## src/pkg/sp4_pkg.sv

```systemverilog
package sp4_pkg;

    // register bus geometry
    localparam int SP4_AW = 8;
    localparam int SP4_DW = 8;

    // register byte addresses
    localparam logic [7:0] SP4_CTRL_ADDR = 8'hF6;
    localparam logic [7:0] SP4_DATA_ADDR = 8'hF7;
    localparam logic [7:0] SP4_BAUD_ADDR = 8'hF8;
    localparam logic [7:0] SP4_PEND_ADDR = 8'hF9;

    // reset values
    localparam logic [7:0] SP4_CTRL_RST = 8'h00;
    localparam logic [7:0] SP4_BAUD_RST = 8'h00;
    localparam logic [7:0] SP4_RBUF_RST = 8'h00;

    // serial_control fields
    localparam int SP4_CTRL_MODE_HI = 7;
    localparam int SP4_CTRL_MODE_LO = 6;
    localparam int SP4_CTRL_MP = 5;
    localparam int SP4_CTRL_RE = 4;
    localparam int SP4_CTRL_TB8 = 3;
    localparam int SP4_CTRL_RB8 = 2;
    localparam int SP4_CTRL_TXIE = 1;
    localparam int SP4_CTRL_RXIE = 0;

    // interrupt_pending fields
    localparam int SP4_PEND_TX = 4;
    localparam int SP4_PEND_RX = 5;

    // oversampling: sixteen ticks per bit
    localparam logic [3:0] SP4_SUB_LAST = 4'hF;
    localparam logic [3:0] SP4_START_MID = 4'h7;
    localparam logic [3:0] SP4_SYNC_SAMPLE = 4'h8;

    // frame and data lengths in bits
    localparam logic [3:0] SP4_SYNC_BITS = 4'h8;
    localparam logic [3:0] SP4_FRAME8 = 4'hA;
    localparam logic [3:0] SP4_FRAME9 = 4'hB;
    localparam logic [3:0] SP4_DATA8 = 4'h8;
    localparam logic [3:0] SP4_DATA9 = 4'h9;

    typedef enum logic [1:0] {
        SP4_MODE_SYNC = 2'b00,
        SP4_MODE_ASYNC8 = 2'b01,
        SP4_MODE_ASYNC9F = 2'b10,
        SP4_MODE_ASYNC9V = 2'b11
    } sp4_mode_t;

    typedef enum logic [1:0] {
        SP4_RX_IDLE = 2'b00,
        SP4_RX_START = 2'b01,
        SP4_RX_DATA = 2'b11,
        SP4_RX_STOP = 2'b10
    } sp4_rx_state_t;

endpackage

```

## src/rtl/sp4_serial_port.sv

```systemverilog
// Local design decision: the strobed register port.
`timescale 1ns/1ns
module sp4_serial_port (
    input wire logic clk,
    input wire logic resetn,
    input wire logic [sp4_pkg::SP4_AW-1:0] bus_addr,
    input wire logic [sp4_pkg::SP4_DW-1:0] bus_wdata,
    input wire logic bus_wr,
    input wire logic bus_rd,
    output logic [sp4_pkg::SP4_DW-1:0] bus_rdata,
    input wire logic rxd_in,
    output logic rxd_out,
    output logic rxd_oe,
    output logic txd,
    output logic serial_irq
);
    import sp4_pkg::*;

    typedef struct packed {
        logic [7:0] ctrl;
        logic [7:0] baud;
        logic [7:0] rx_buf;
        logic tx_pend;
        logic rx_pend;
        logic tx_busy;
        logic [10:0] tx_sh;
        logic [3:0] tx_cnt;
        logic [3:0] tx_sub;
        sp4_rx_state_t rx_st;
        logic [3:0] rx_sub;
        logic [3:0] rx_cnt;
        logic [8:0] rx_sh;
        logic s1;
        logic s2;
        logic txd;
        logic rxo;
        logic rxoe;
        logic irq;
        logic [7:0] rdata;
    } sp4_state_t;

    sp4_state_t q_reg;
    sp4_state_t q_next;

    logic tick;
    sp4_mode_t mode;
    logic sync_mode;
    logic nine_bit;
    logic wr_ctrl;
    logic wr_data;
    logic wr_baud;
    logic wr_pend;

    function automatic logic is_nine(input sp4_mode_t m);
        is_nine = (m == SP4_MODE_ASYNC9F) || (m == SP4_MODE_ASYNC9V);
    endfunction

    function automatic logic [3:0] frame_len(input sp4_mode_t m);
        frame_len = is_nine(m) ? SP4_FRAME9 : SP4_FRAME8;
    endfunction

    function automatic logic [3:0] data_len(input sp4_mode_t m);
        data_len = is_nine(m) ? SP4_DATA9 : SP4_DATA8;
    endfunction

    assign mode = sp4_mode_t'(q_reg.ctrl[SP4_CTRL_MODE_HI:SP4_CTRL_MODE_LO]);
    assign sync_mode = (mode == SP4_MODE_SYNC);
    assign nine_bit = is_nine(mode);

    assign wr_ctrl = bus_wr && (bus_addr == SP4_CTRL_ADDR);
    assign wr_data = bus_wr && (bus_addr == SP4_DATA_ADDR);
    assign wr_baud = bus_wr && (bus_addr == SP4_BAUD_ADDR);
    assign wr_pend = bus_wr && (bus_addr == SP4_PEND_ADDR);

    // fixed-rate mode ticks every clock, the rest follow the divisor
    sp4_baud #(
        .DIV_W(8)
    ) u_baud (
        .clk(clk),
        .resetn(resetn),
        .fixed_rate(mode == SP4_MODE_ASYNC9F),
        .divisor(q_reg.baud),
        .tick(tick)
    );

    always_comb begin
        logic tx_set;
        logic rx_set;
        logic rx_keep;
        logic clk_low;
        logic [3:0] rx_point;
        tx_set = 1'b0;
        rx_set = 1'b0;
        rx_keep = 1'b0;
        clk_low = 1'b0;
        rx_point = sync_mode ? SP4_SYNC_SAMPLE : SP4_SUB_LAST;
        q_next = q_reg;

        // rx pin into the clock domain
        q_next.s1 = rxd_in;
        q_next.s2 = q_reg.s1;

        if (wr_ctrl) begin
            q_next.ctrl = bus_wdata;
        end
        if (wr_baud) begin
            q_next.baud = bus_wdata;
        end

        // transmitter; a new write restarts any frame in flight
        if (wr_data) begin
            q_next.tx_busy = 1'b1;
            q_next.tx_cnt = 4'h0;
            q_next.tx_sub = 4'h0;
            if (sync_mode) begin
                q_next.tx_sh = {3'b111, bus_wdata};
            end else begin
                q_next.tx_sh = {1'b1, nine_bit ? q_reg.ctrl[SP4_CTRL_TB8] : 1'b1,
                                bus_wdata, 1'b0};
            end
        end else if (q_reg.tx_busy && tick) begin
            q_next.tx_sub = q_reg.tx_sub + 4'h1;
            if (q_reg.tx_sub == SP4_SUB_LAST) begin
                q_next.tx_sh = {1'b1, q_reg.tx_sh[10:1]};
                q_next.tx_cnt = q_reg.tx_cnt + 4'h1;
                if (sync_mode) begin
                    if (q_reg.tx_cnt == SP4_SYNC_BITS - 4'h1) begin
                        tx_set = 1'b1;
                        q_next.tx_busy = 1'b0;
                    end
                end else begin
                    // stop bit begins as the shift before it ends
                    if (q_reg.tx_cnt == frame_len(mode) - 4'h2) begin
                        tx_set = 1'b1;
                    end
                    if (q_reg.tx_cnt == frame_len(mode) - 4'h1) begin
                        q_next.tx_busy = 1'b0;
                    end
                end
            end
        end

        // receiver
        case (q_reg.rx_st)
            SP4_RX_IDLE: begin
                q_next.rx_sub = 4'h0;
                q_next.rx_cnt = 4'h0;
                if (q_reg.ctrl[SP4_CTRL_RE]) begin
                    if (sync_mode) begin
                        // shares the clock pin with tx, so wait for it
                        if (!q_reg.rx_pend && !q_reg.tx_busy) begin
                            q_next.rx_st = SP4_RX_DATA;
                        end
                    end else if (!q_reg.s2) begin
                        q_next.rx_st = SP4_RX_START;
                    end
                end
            end
            SP4_RX_START: begin
                if (tick) begin
                    q_next.rx_sub = q_reg.rx_sub + 4'h1;
                    if (q_reg.rx_sub == SP4_START_MID) begin
                        q_next.rx_sub = 4'h0;
                        // a glitch shorter than half a bit is dropped
                        if (q_reg.s2) begin
                            q_next.rx_st = SP4_RX_IDLE;
                        end else begin
                            q_next.rx_st = SP4_RX_DATA;
                        end
                    end
                end
            end
            SP4_RX_DATA: begin
                if (tick) begin
                    q_next.rx_sub = q_reg.rx_sub + 4'h1;
                    if (q_reg.rx_sub == rx_point && q_reg.rx_cnt != SP4_SYNC_BITS
                        || q_reg.rx_sub == rx_point && !sync_mode) begin
                        q_next.rx_sh = {q_reg.s2, q_reg.rx_sh[8:1]};
                        q_next.rx_cnt = q_reg.rx_cnt + 4'h1;
                        if (sync_mode) begin
                            if (q_reg.rx_cnt == SP4_SYNC_BITS - 4'h1) begin
                                rx_set = 1'b1;
                                q_next.rx_buf = {q_reg.s2, q_reg.rx_sh[8:2]};
                            end
                        end else if (q_reg.rx_cnt == data_len(mode) - 4'h1) begin
                            q_next.rx_st = SP4_RX_STOP;
                        end
                    end
                    // sync: finish the last clock period before idling
                    if (sync_mode && q_reg.rx_cnt == SP4_SYNC_BITS
                        && q_reg.rx_sub == SP4_SUB_LAST) begin
                        q_next.rx_st = SP4_RX_IDLE;
                    end
                end
            end
            SP4_RX_STOP: begin
                if (tick) begin
                    q_next.rx_sub = q_reg.rx_sub + 4'h1;
                    if (q_reg.rx_sub == SP4_SUB_LAST) begin
                        q_next.rx_st = SP4_RX_IDLE;
                        // multiprocessor: only address frames complete
                        rx_keep = !(nine_bit && q_reg.ctrl[SP4_CTRL_MP]
                                    && !q_reg.rx_sh[8]);
                        if (rx_keep) begin
                            rx_set = 1'b1;
                            // an unread byte is simply overwritten
                            if (nine_bit) begin
                                q_next.rx_buf = q_reg.rx_sh[7:0];
                                q_next.ctrl[SP4_CTRL_RB8] = q_reg.rx_sh[8];
                            end else begin
                                q_next.rx_buf = q_reg.rx_sh[8:1];
                                q_next.ctrl[SP4_CTRL_RB8] = q_reg.s2;
                            end
                        end
                    end
                end
            end
            default: begin
                q_next.rx_st = SP4_RX_IDLE;
            end
        endcase

        // pending: software clears by writing zero, hardware set wins
        q_next.tx_pend = (wr_pend ? bus_wdata[SP4_PEND_TX] : q_reg.tx_pend)
                         | tx_set;
        q_next.rx_pend = (wr_pend ? bus_wdata[SP4_PEND_RX] : q_reg.rx_pend)
                         | rx_set;

        q_next.irq = (q_next.tx_pend && q_next.ctrl[SP4_CTRL_TXIE])
                     || (q_next.rx_pend && q_next.ctrl[SP4_CTRL_RXIE]);

        // pin drivers, computed from the next state so they stay aligned
        if (sync_mode) begin
            clk_low = (q_next.tx_busy && !q_next.tx_sub[3])
                      || (q_next.rx_st == SP4_RX_DATA && !q_next.rx_sub[3]);
            q_next.txd = !clk_low;
            q_next.rxo = q_next.tx_sh[0];
            q_next.rxoe = q_next.tx_busy;
        end else begin
            q_next.txd = q_next.tx_busy ? q_next.tx_sh[0] : 1'b1;
            q_next.rxo = 1'b1;
            q_next.rxoe = 1'b0;
        end

        // read data valid only in the cycle after the strobe
        q_next.rdata = 8'h00;
        if (bus_rd) begin
            case (bus_addr)
                SP4_CTRL_ADDR: q_next.rdata = q_reg.ctrl;
                SP4_DATA_ADDR: q_next.rdata = q_reg.rx_buf;
                SP4_BAUD_ADDR: q_next.rdata = q_reg.baud;
                SP4_PEND_ADDR: begin
                    q_next.rdata[SP4_PEND_TX] = q_reg.tx_pend;
                    q_next.rdata[SP4_PEND_RX] = q_reg.rx_pend;
                end
                default: q_next.rdata = 8'h00;
            endcase
        end
    end

    always_ff @(posedge clk or negedge resetn) begin
        if (!resetn) begin
            q_reg <= '0;
            q_reg.ctrl <= SP4_CTRL_RST;
            q_reg.baud <= SP4_BAUD_RST;
            q_reg.rx_buf <= SP4_RBUF_RST;
            q_reg.rx_st <= SP4_RX_IDLE;
            q_reg.tx_sh <= 11'h7FF;
            q_reg.s1 <= 1'b1;
            q_reg.s2 <= 1'b1;
            q_reg.txd <= 1'b1;
            q_reg.rxo <= 1'b1;
        end else begin
            q_reg <= q_next;
        end
    end

    // mode list: sync shift, async 8 variable, async 9 fixed, async 9 variable
    assign bus_rdata = q_reg.rdata;
    assign txd = q_reg.txd;
    assign rxd_out = q_reg.rxo;
    assign rxd_oe = q_reg.rxoe;
    assign serial_irq = q_reg.irq;

endmodule

```

## src/rtl/sp4_baud.sv

```systemverilog
`timescale 1ns/1ns
module sp4_baud #(
    parameter int DIV_W = 8
) (
    input wire logic clk,
    input wire logic resetn,
    input wire logic fixed_rate,
    input wire logic [DIV_W-1:0] divisor,
    output logic tick
);
    import sp4_pkg::*;

    typedef struct packed {
        logic [DIV_W-1:0] cnt;
        logic tick;
    } sp4_baud_state_t;

    sp4_baud_state_t q_reg;
    sp4_baud_state_t q_next;

    // one tick every divisor+1 cycles, or every cycle at fixed rate
    always_comb begin
        q_next = q_reg;
        q_next.tick = fixed_rate || (q_reg.cnt == '0);
        if (q_reg.cnt == '0) begin
            q_next.cnt = divisor;
        end else begin
            q_next.cnt = q_reg.cnt - 1'b1;
        end
    end

    always_ff @(posedge clk or negedge resetn) begin
        if (!resetn) begin
            q_reg <= '0;
        end else begin
            q_reg <= q_next;
        end
    end

    assign tick = q_reg.tick;

endmodule

```

## config.mk

```make
export PLATFORM = sky130hd
export DESIGN_NAME = sp4_serial_port
export DESIGN_NICKNAME = d
export VERILOG_FILES = /design/src/pkg/sp4_pkg.sv /design/src/rtl/sp4_serial_port.sv /design/src/rtl/sp4_baud.sv
export SDC_FILE = /design/constraint.sdc
export NUM_CORES = 1
export LEC_CHECK = 0
export CAP_MARGIN = 10
export CORE_UTILIZATION = 55
export DETAILED_ROUTE_END_ITERATION = 12
export DONT_BUFFER_PORTS = 1
export GPL_TIMING_DRIVEN = 0
export PLACE_DENSITY = 0.73
export SYNTH_ARGS = -nofsm -noshare
export SYNTH_HDL_FRONTEND = slang
export SYNTH_HIERARCHICAL = 1
export SYNTH_SLANG_ARGS = --single-unit
```

## constraint.sdc

```tcl
create_clock -name clk -period 2.02 [get_ports clk]
set_clock_uncertainty 0.15 [all_clocks]
set_input_delay 0.101 -clock clk [delete_from_list [all_inputs] [get_ports clk]]
set_output_delay 0.101 -clock clk [all_outputs]
set_load 0.1 [all_outputs]
```

* Word level (Yosys, flattened, before mapping)
Index checks and enable logic that the tools add are counted.
Cells by class: add/subtract/negate cells 8, multiply operators 0, div/mod/pow operators 0, $lt $le $gt $ge 0, equal/unequal tests 29, shifts and indexed selects 0, muxes and demuxes 66, bitwise logic cells 2, reductions and logical operators 40
Operators with widths (number):
- $mux 8 | 10
- $mux 20 | 2
- $eq 8x8->1 const B | 4
- $mux 1 | 27
- $pmux 6 s4 | 1
- $mux 2 | 10
- $mux 19 | 1
- $mux 6 | 3
- $add 4x1->4 const B | 4
- $eq 4x4->1 | 4
- $logic_and 1x1->1 | 16
- $mux 16 | 1
- $pmux 8 s2 | 1
- $mux 13 | 1
- $eq 4x3->1 const B | 3
- $eq 4x4->1 const B | 3
- $pmux 4 s3 | 1
- $eq 2x2->1 const B | 5
- $mux 10 | 1
- $ne 2x2->1 const B | 5
- $mux 3 | 3
- $reduce_and 3->1 | 3
- $logic_not 8->1 | 1
- $pmux 2 s4 | 1
- other kinds (16) | 34
Word-level totals: register bits after elaboration 88, bits in latches 0, memory bits (writable) 0, memory bits (read-only) 0, input bits 21, memories kept 0

* Longest topological paths before layout
depth after elaboration 16, mapped depth 8, depth with buffers taken out 7

* Hierarchy
Netlist, hierarchy kept.
Modules (own cells, without submodules):
- sp4_serial_port | instances 1, cells each 383, area each 4047.6 um2, seq. area each 1995.7 um2
- sp4_baud | instances 1, cells each 44, area each 509.2 um2, seq. area each 225.2 um2

* Worst setup path after synthesis
Ideal clock, no wire load.
kind register to register, start point reg q_reg[29] (netlist name), end point reg q_reg[17] (netlist name), library setup time 0.125 ns, data arrival time 1.754 ns, required time 1.745 ns, slack -0.008 ns, stages on the path, launching flop included 7, period minus slack after synthesis 2.028 ns, cell sequence dfrtp_1 buf_2 nor3_1 a21oi_1 nor4_4 buf_6 mux2_2
On the way: word-level cells in the longest chain between the ends 4
Ends and longest elaborated chain:
- start: declaration | line sp4_serial_port.sv:42 | sp4_state_t q_reg;
- start signal: assignment | line sp4_serial_port.sv:274 | q_reg <= q_next;
- $eq 4x4->1 (*) | line sp4_serial_port.sv:176, sp4_serial_port.sv:177
- $logic_and 1x1->1 (on tied branches) | line sp4_serial_port.sv:176, sp4_serial_port.sv:177
- $logic_or 1x1->1 (*) | line sp4_serial_port.sv:177 | || q_reg.rx_sub == rx_point && !sync_mode) begin
- $reduce_and 3->1 (no line) (*)
Mark *: on every way between the ends. The rest lies on a longest branch, timed or not. A chain may end at the register's enable or synchronous reset.

* Worst setup path in the final report
start point reg q_reg, in the netlist mode[1], end point reg q_reg[59] (netlist name)
On the way: word-level cells in the longest chain between the ends 7
Ends and longest elaborated chain:
- $logic_not 2->1 or $eq 2x2->1 (tied branches) | line sp4_serial_port.sv:67, sp4_serial_port.sv:55
- $mux 3 or $logic_or 1x1->1 (tied branches) | line sp4_serial_port.sv:96, sp4_serial_port.sv:55
- $eq 4x4->1 or $mux 8 (tied branches) | line sp4_serial_port.sv:176, sp4_serial_port.sv:177, sp4_serial_port.sv:207
- $logic_and 1x1->1 (tied with other cells) | line sp4_serial_port.sv:176 | if (q_reg.rx_sub == rx_point && q_reg.rx_cnt != SP4_SYNC_BITS
- $logic_or 1x1->1 or $mux 8 (tied branches) | line sp4_serial_port.sv:177, sp4_serial_port.sv:199
- $ne 2x2->1 (no line) or $mux 8 (tied branches)
- $reduce_and 8->1 (no line) or $pmux 8 s2 (tied branches)
Parallel ways exist; a longest one is shown, timed or not. The select of a mux whose other input is x is not followed.

==> impl_results.md <==
* Place WS at -260 ps
* CP Launch Type: flip-flop
* Crit end category: flip-flop
* CTS H-tree depth at 3
* Setup_tns at 0 ps
* Placed inst area at 4680 sq um
* Boundary Pins at 33
* Largest net degree at the start of global routing at 89
* Die width at 93.0 um
* GRT overflow at 0
* Worst slew pin tran at 950 ps
* Max Transition Viols Final at 0
* Final #Nets at 489
* Detailed Routing Iterations Pass 1 at 7
* Leak Pwr at 2.33 nW
* Post-synth EDFFs at 0
* Drt drc at 0
* Post-CTS Hold Buffers at 15
* Worst skew pair latency at 350 ps
* Cell taking the most area after synthesis: dfrtp_1
* Final-report hold violation count at 90
* Core area at 7890 sq um
* Register area at 2220 sq um
* Post-route non-filler standard cell count at 568
* Max FO, Critical Path at 10
* Clk root buf: clkbuf_8
* HP Class: input pin to async pin
* Initial Util at 57.8%
* Worst slew margin relative to its limit at 36.2%
* Synth Cell Area at 4560 sq um
* WL/cell at 18.1 um
* Fraction of layout instances using a drive strength above 1 at 27.9%
* Finished Cell Area at 5200 sq um
* Cts bufs inserted at 9
* # diodes at 0
* Pwr per Cell Area at 783 nW/um^2
* Initial antenna violation count at 0
* Fill cell total of the finished layout at 610
* Clock sinks at 88
* WHS at -729 ps
* Async set-reset flop share out of synthesis at 100%
* Gpl congestion at 0.863
* Dpl cells at 529
* Post-Syn Area per Cell at 10.7 sq um
* Clock Tree Buf Depth at 2
* Largest register FFs at 64
* Critical path required time at 2110 ps
* Die area at 8650 sq um
* Min Clock Period, post-route at 1990 ps
* Worst-path clk slew at 100 ps
* PortBufs at 0
* Top FF cell, synth: dfrtp_1
* Crit Path Category: flip-flop to flip-flop
* Synth Register Bits at 88
* Max-cap viol count at 0
* Yosys warns at 6
* Sequential cell area fraction in the yosys report at 48.7%
* Count leader, synth: dfrtp_1
* Synthesized instance count at 427
* Tot GR Track Use at 25.9%
* First-pass GRT wire length at 17500 um
* Final HPWL DP at 7080 um
* Vias in the first global route at 3458
* Worst vdd ir at 599 uV
* Area Growth Syn to Fin at 14.2%
* Syn_nets at 455
* Status: complete, but fails checks
* Fraction of the cycle the final worst path needs at 98.6%
* Area of the multi-input gates at 2220 sq um
* Crit path DAT at 2080 ps
* Drt via density at 6.12
* Setup ws final at 27.7 ps
* # setup viols final at 0
* Synth top area share at 40.1%
* FP Rows at 32
* CTS tree: yes
* RSZ-0062 raised after global routing: true
* Die height at 93.0 um
* Final ANT Viol Nets at 0
* Top post-synthesis cells by count: dfrtp_1, nand2_1, mux2_2
* Vias at 3477
* Cell variety after synth at 67
* Drt total wl at 10300 um
* Maximum clock rate at 502 MHz
* DRT iter0 DRCs at 268
* Failing checks: negative hold slack
* Top area cells in the synthesized netlist: dfrtp_1, mux2_2, dfstp_2
what timing repair did:
item	4_1_cts	5_1_grt
endpoints found under the setup margin	32	38
gates resized for setup	15	20
hold endpoints to repair	126	88
gates cloned	1	0
pin swaps	3	6
buffers inserted	4	6
cell families after synthesis:
group / count (synthesis) / share of synthesized area (%)
adders and majority gates: 7 / 1.92
muxes: 54 / 13.0
buffers and inverters: 41 / 4.56
xor gates and xnor gates: 12 / 2.31
and+or+nand+nor: 157 / 19.0
DFF: 88 / 48.7
AOI/OAI and AO/OA: 68 / 10.5
routing by layer:
metal / global-route usage, % / vias up / wire length (um)
li1: - / 1610 / -
met1: 35.5 / 1728 / 4570
met2: 41.2 / 118 / 4880
met3: 4.80 / 21 / 610
met4: 9.36 / 0 / 242
met5: 0 / - / 0
layout by cell type, fill, tap and decap left out, types with 3 or more instances in the layout:
master	Yosys	layout
mux2i_1	16	16
a222oi_1	8	8
clkinvlp_4	0	3
ha_1	7	7
dfstp_2	15	15
nand4_1	8	8
nor2b_1	3	3
dfrtp_1	73	72
nand3_1	6	6
dlygate4sd3_1	0	15
nor4_4	3	3
buf_4	10	21
clkbuf_8	0	9
a31oi_1	10	10
or3_1	3	3
nand2_1	60	60
inv_1	15	14
nor3b_1	5	4
nor2_1	24	22
a21oi_1	12	10
nand2b_1	3	3
buf_2	6	5
o21ai_0	13	12
nor3_1	7	6
nand3b_1	4	4
mux2_2	37	37
and3_1	11	11
o211ai_1	3	3
clkbuf_2	1	3
xor2_1	10	10
critical path, stage by stage, from the launching register on:
cell and delay, ps:
dfrtp_2 450, buf_4 190, nor4b_4 250, nand4_1 180, a21oi_4 190, buf_12 140
mux2_2 330
area by class of cell:
class,instances,share of cell area [%]
sequential,88,42.7
multi-input combinational,298,42.6
timing repair buffer,26,4.66
buffer,23,3.05
tap,102,2.45
clock buffer,9,2.38
inverter,15,1.08
clock inverter,7,1.03
final timing paths:
check / from / to / slack, ps / depth (start not counted)
setup / recovery: mode[1]$_DFFE_PN0P_ / q_reg[59]$_DFFE_PN0P_ / 30 / 6
hold / removal: resetn / serial_irq$_DFF_PN0_ / -730 / 0
setup reg to reg: mode[1]$_DFFE_PN0P_ / q_reg[59]$_DFFE_PN0P_ / 30 / 6
hold reg to reg: q_next[12]$_DFF_PN1_ / q_reg[12]$_DFF_PN1_ / 210 / 0
max in group asynchronous: resetn / q_next[12]$_DFF_PN1_ / 2220 / 0
min in group clk: bus_addr[1] / bus_rdata[5]$_DFF_PN0_ / -30 / 4
stage by stage:
stage               util [%]  hold slack, ps  total power, mW
finish                  66.0            -729             4.07
detailed placement      59.4            -343             2.91
global placement        59.4            -343             2.87
global route            66.0            -751             4.29
CTS                     64.7            -736             4.08
floorplan                  -            -345             2.76
power breakdown:
group	total (mW)	internal, mW	switching, mW
clock	1.13	0.456	0.674
sequential	2.27	1.97	0.298
combinational	0.673	0.345	0.328
total	4.07	2.77	1.30
No activity file was read; power rests on OpenSTA's default activity.
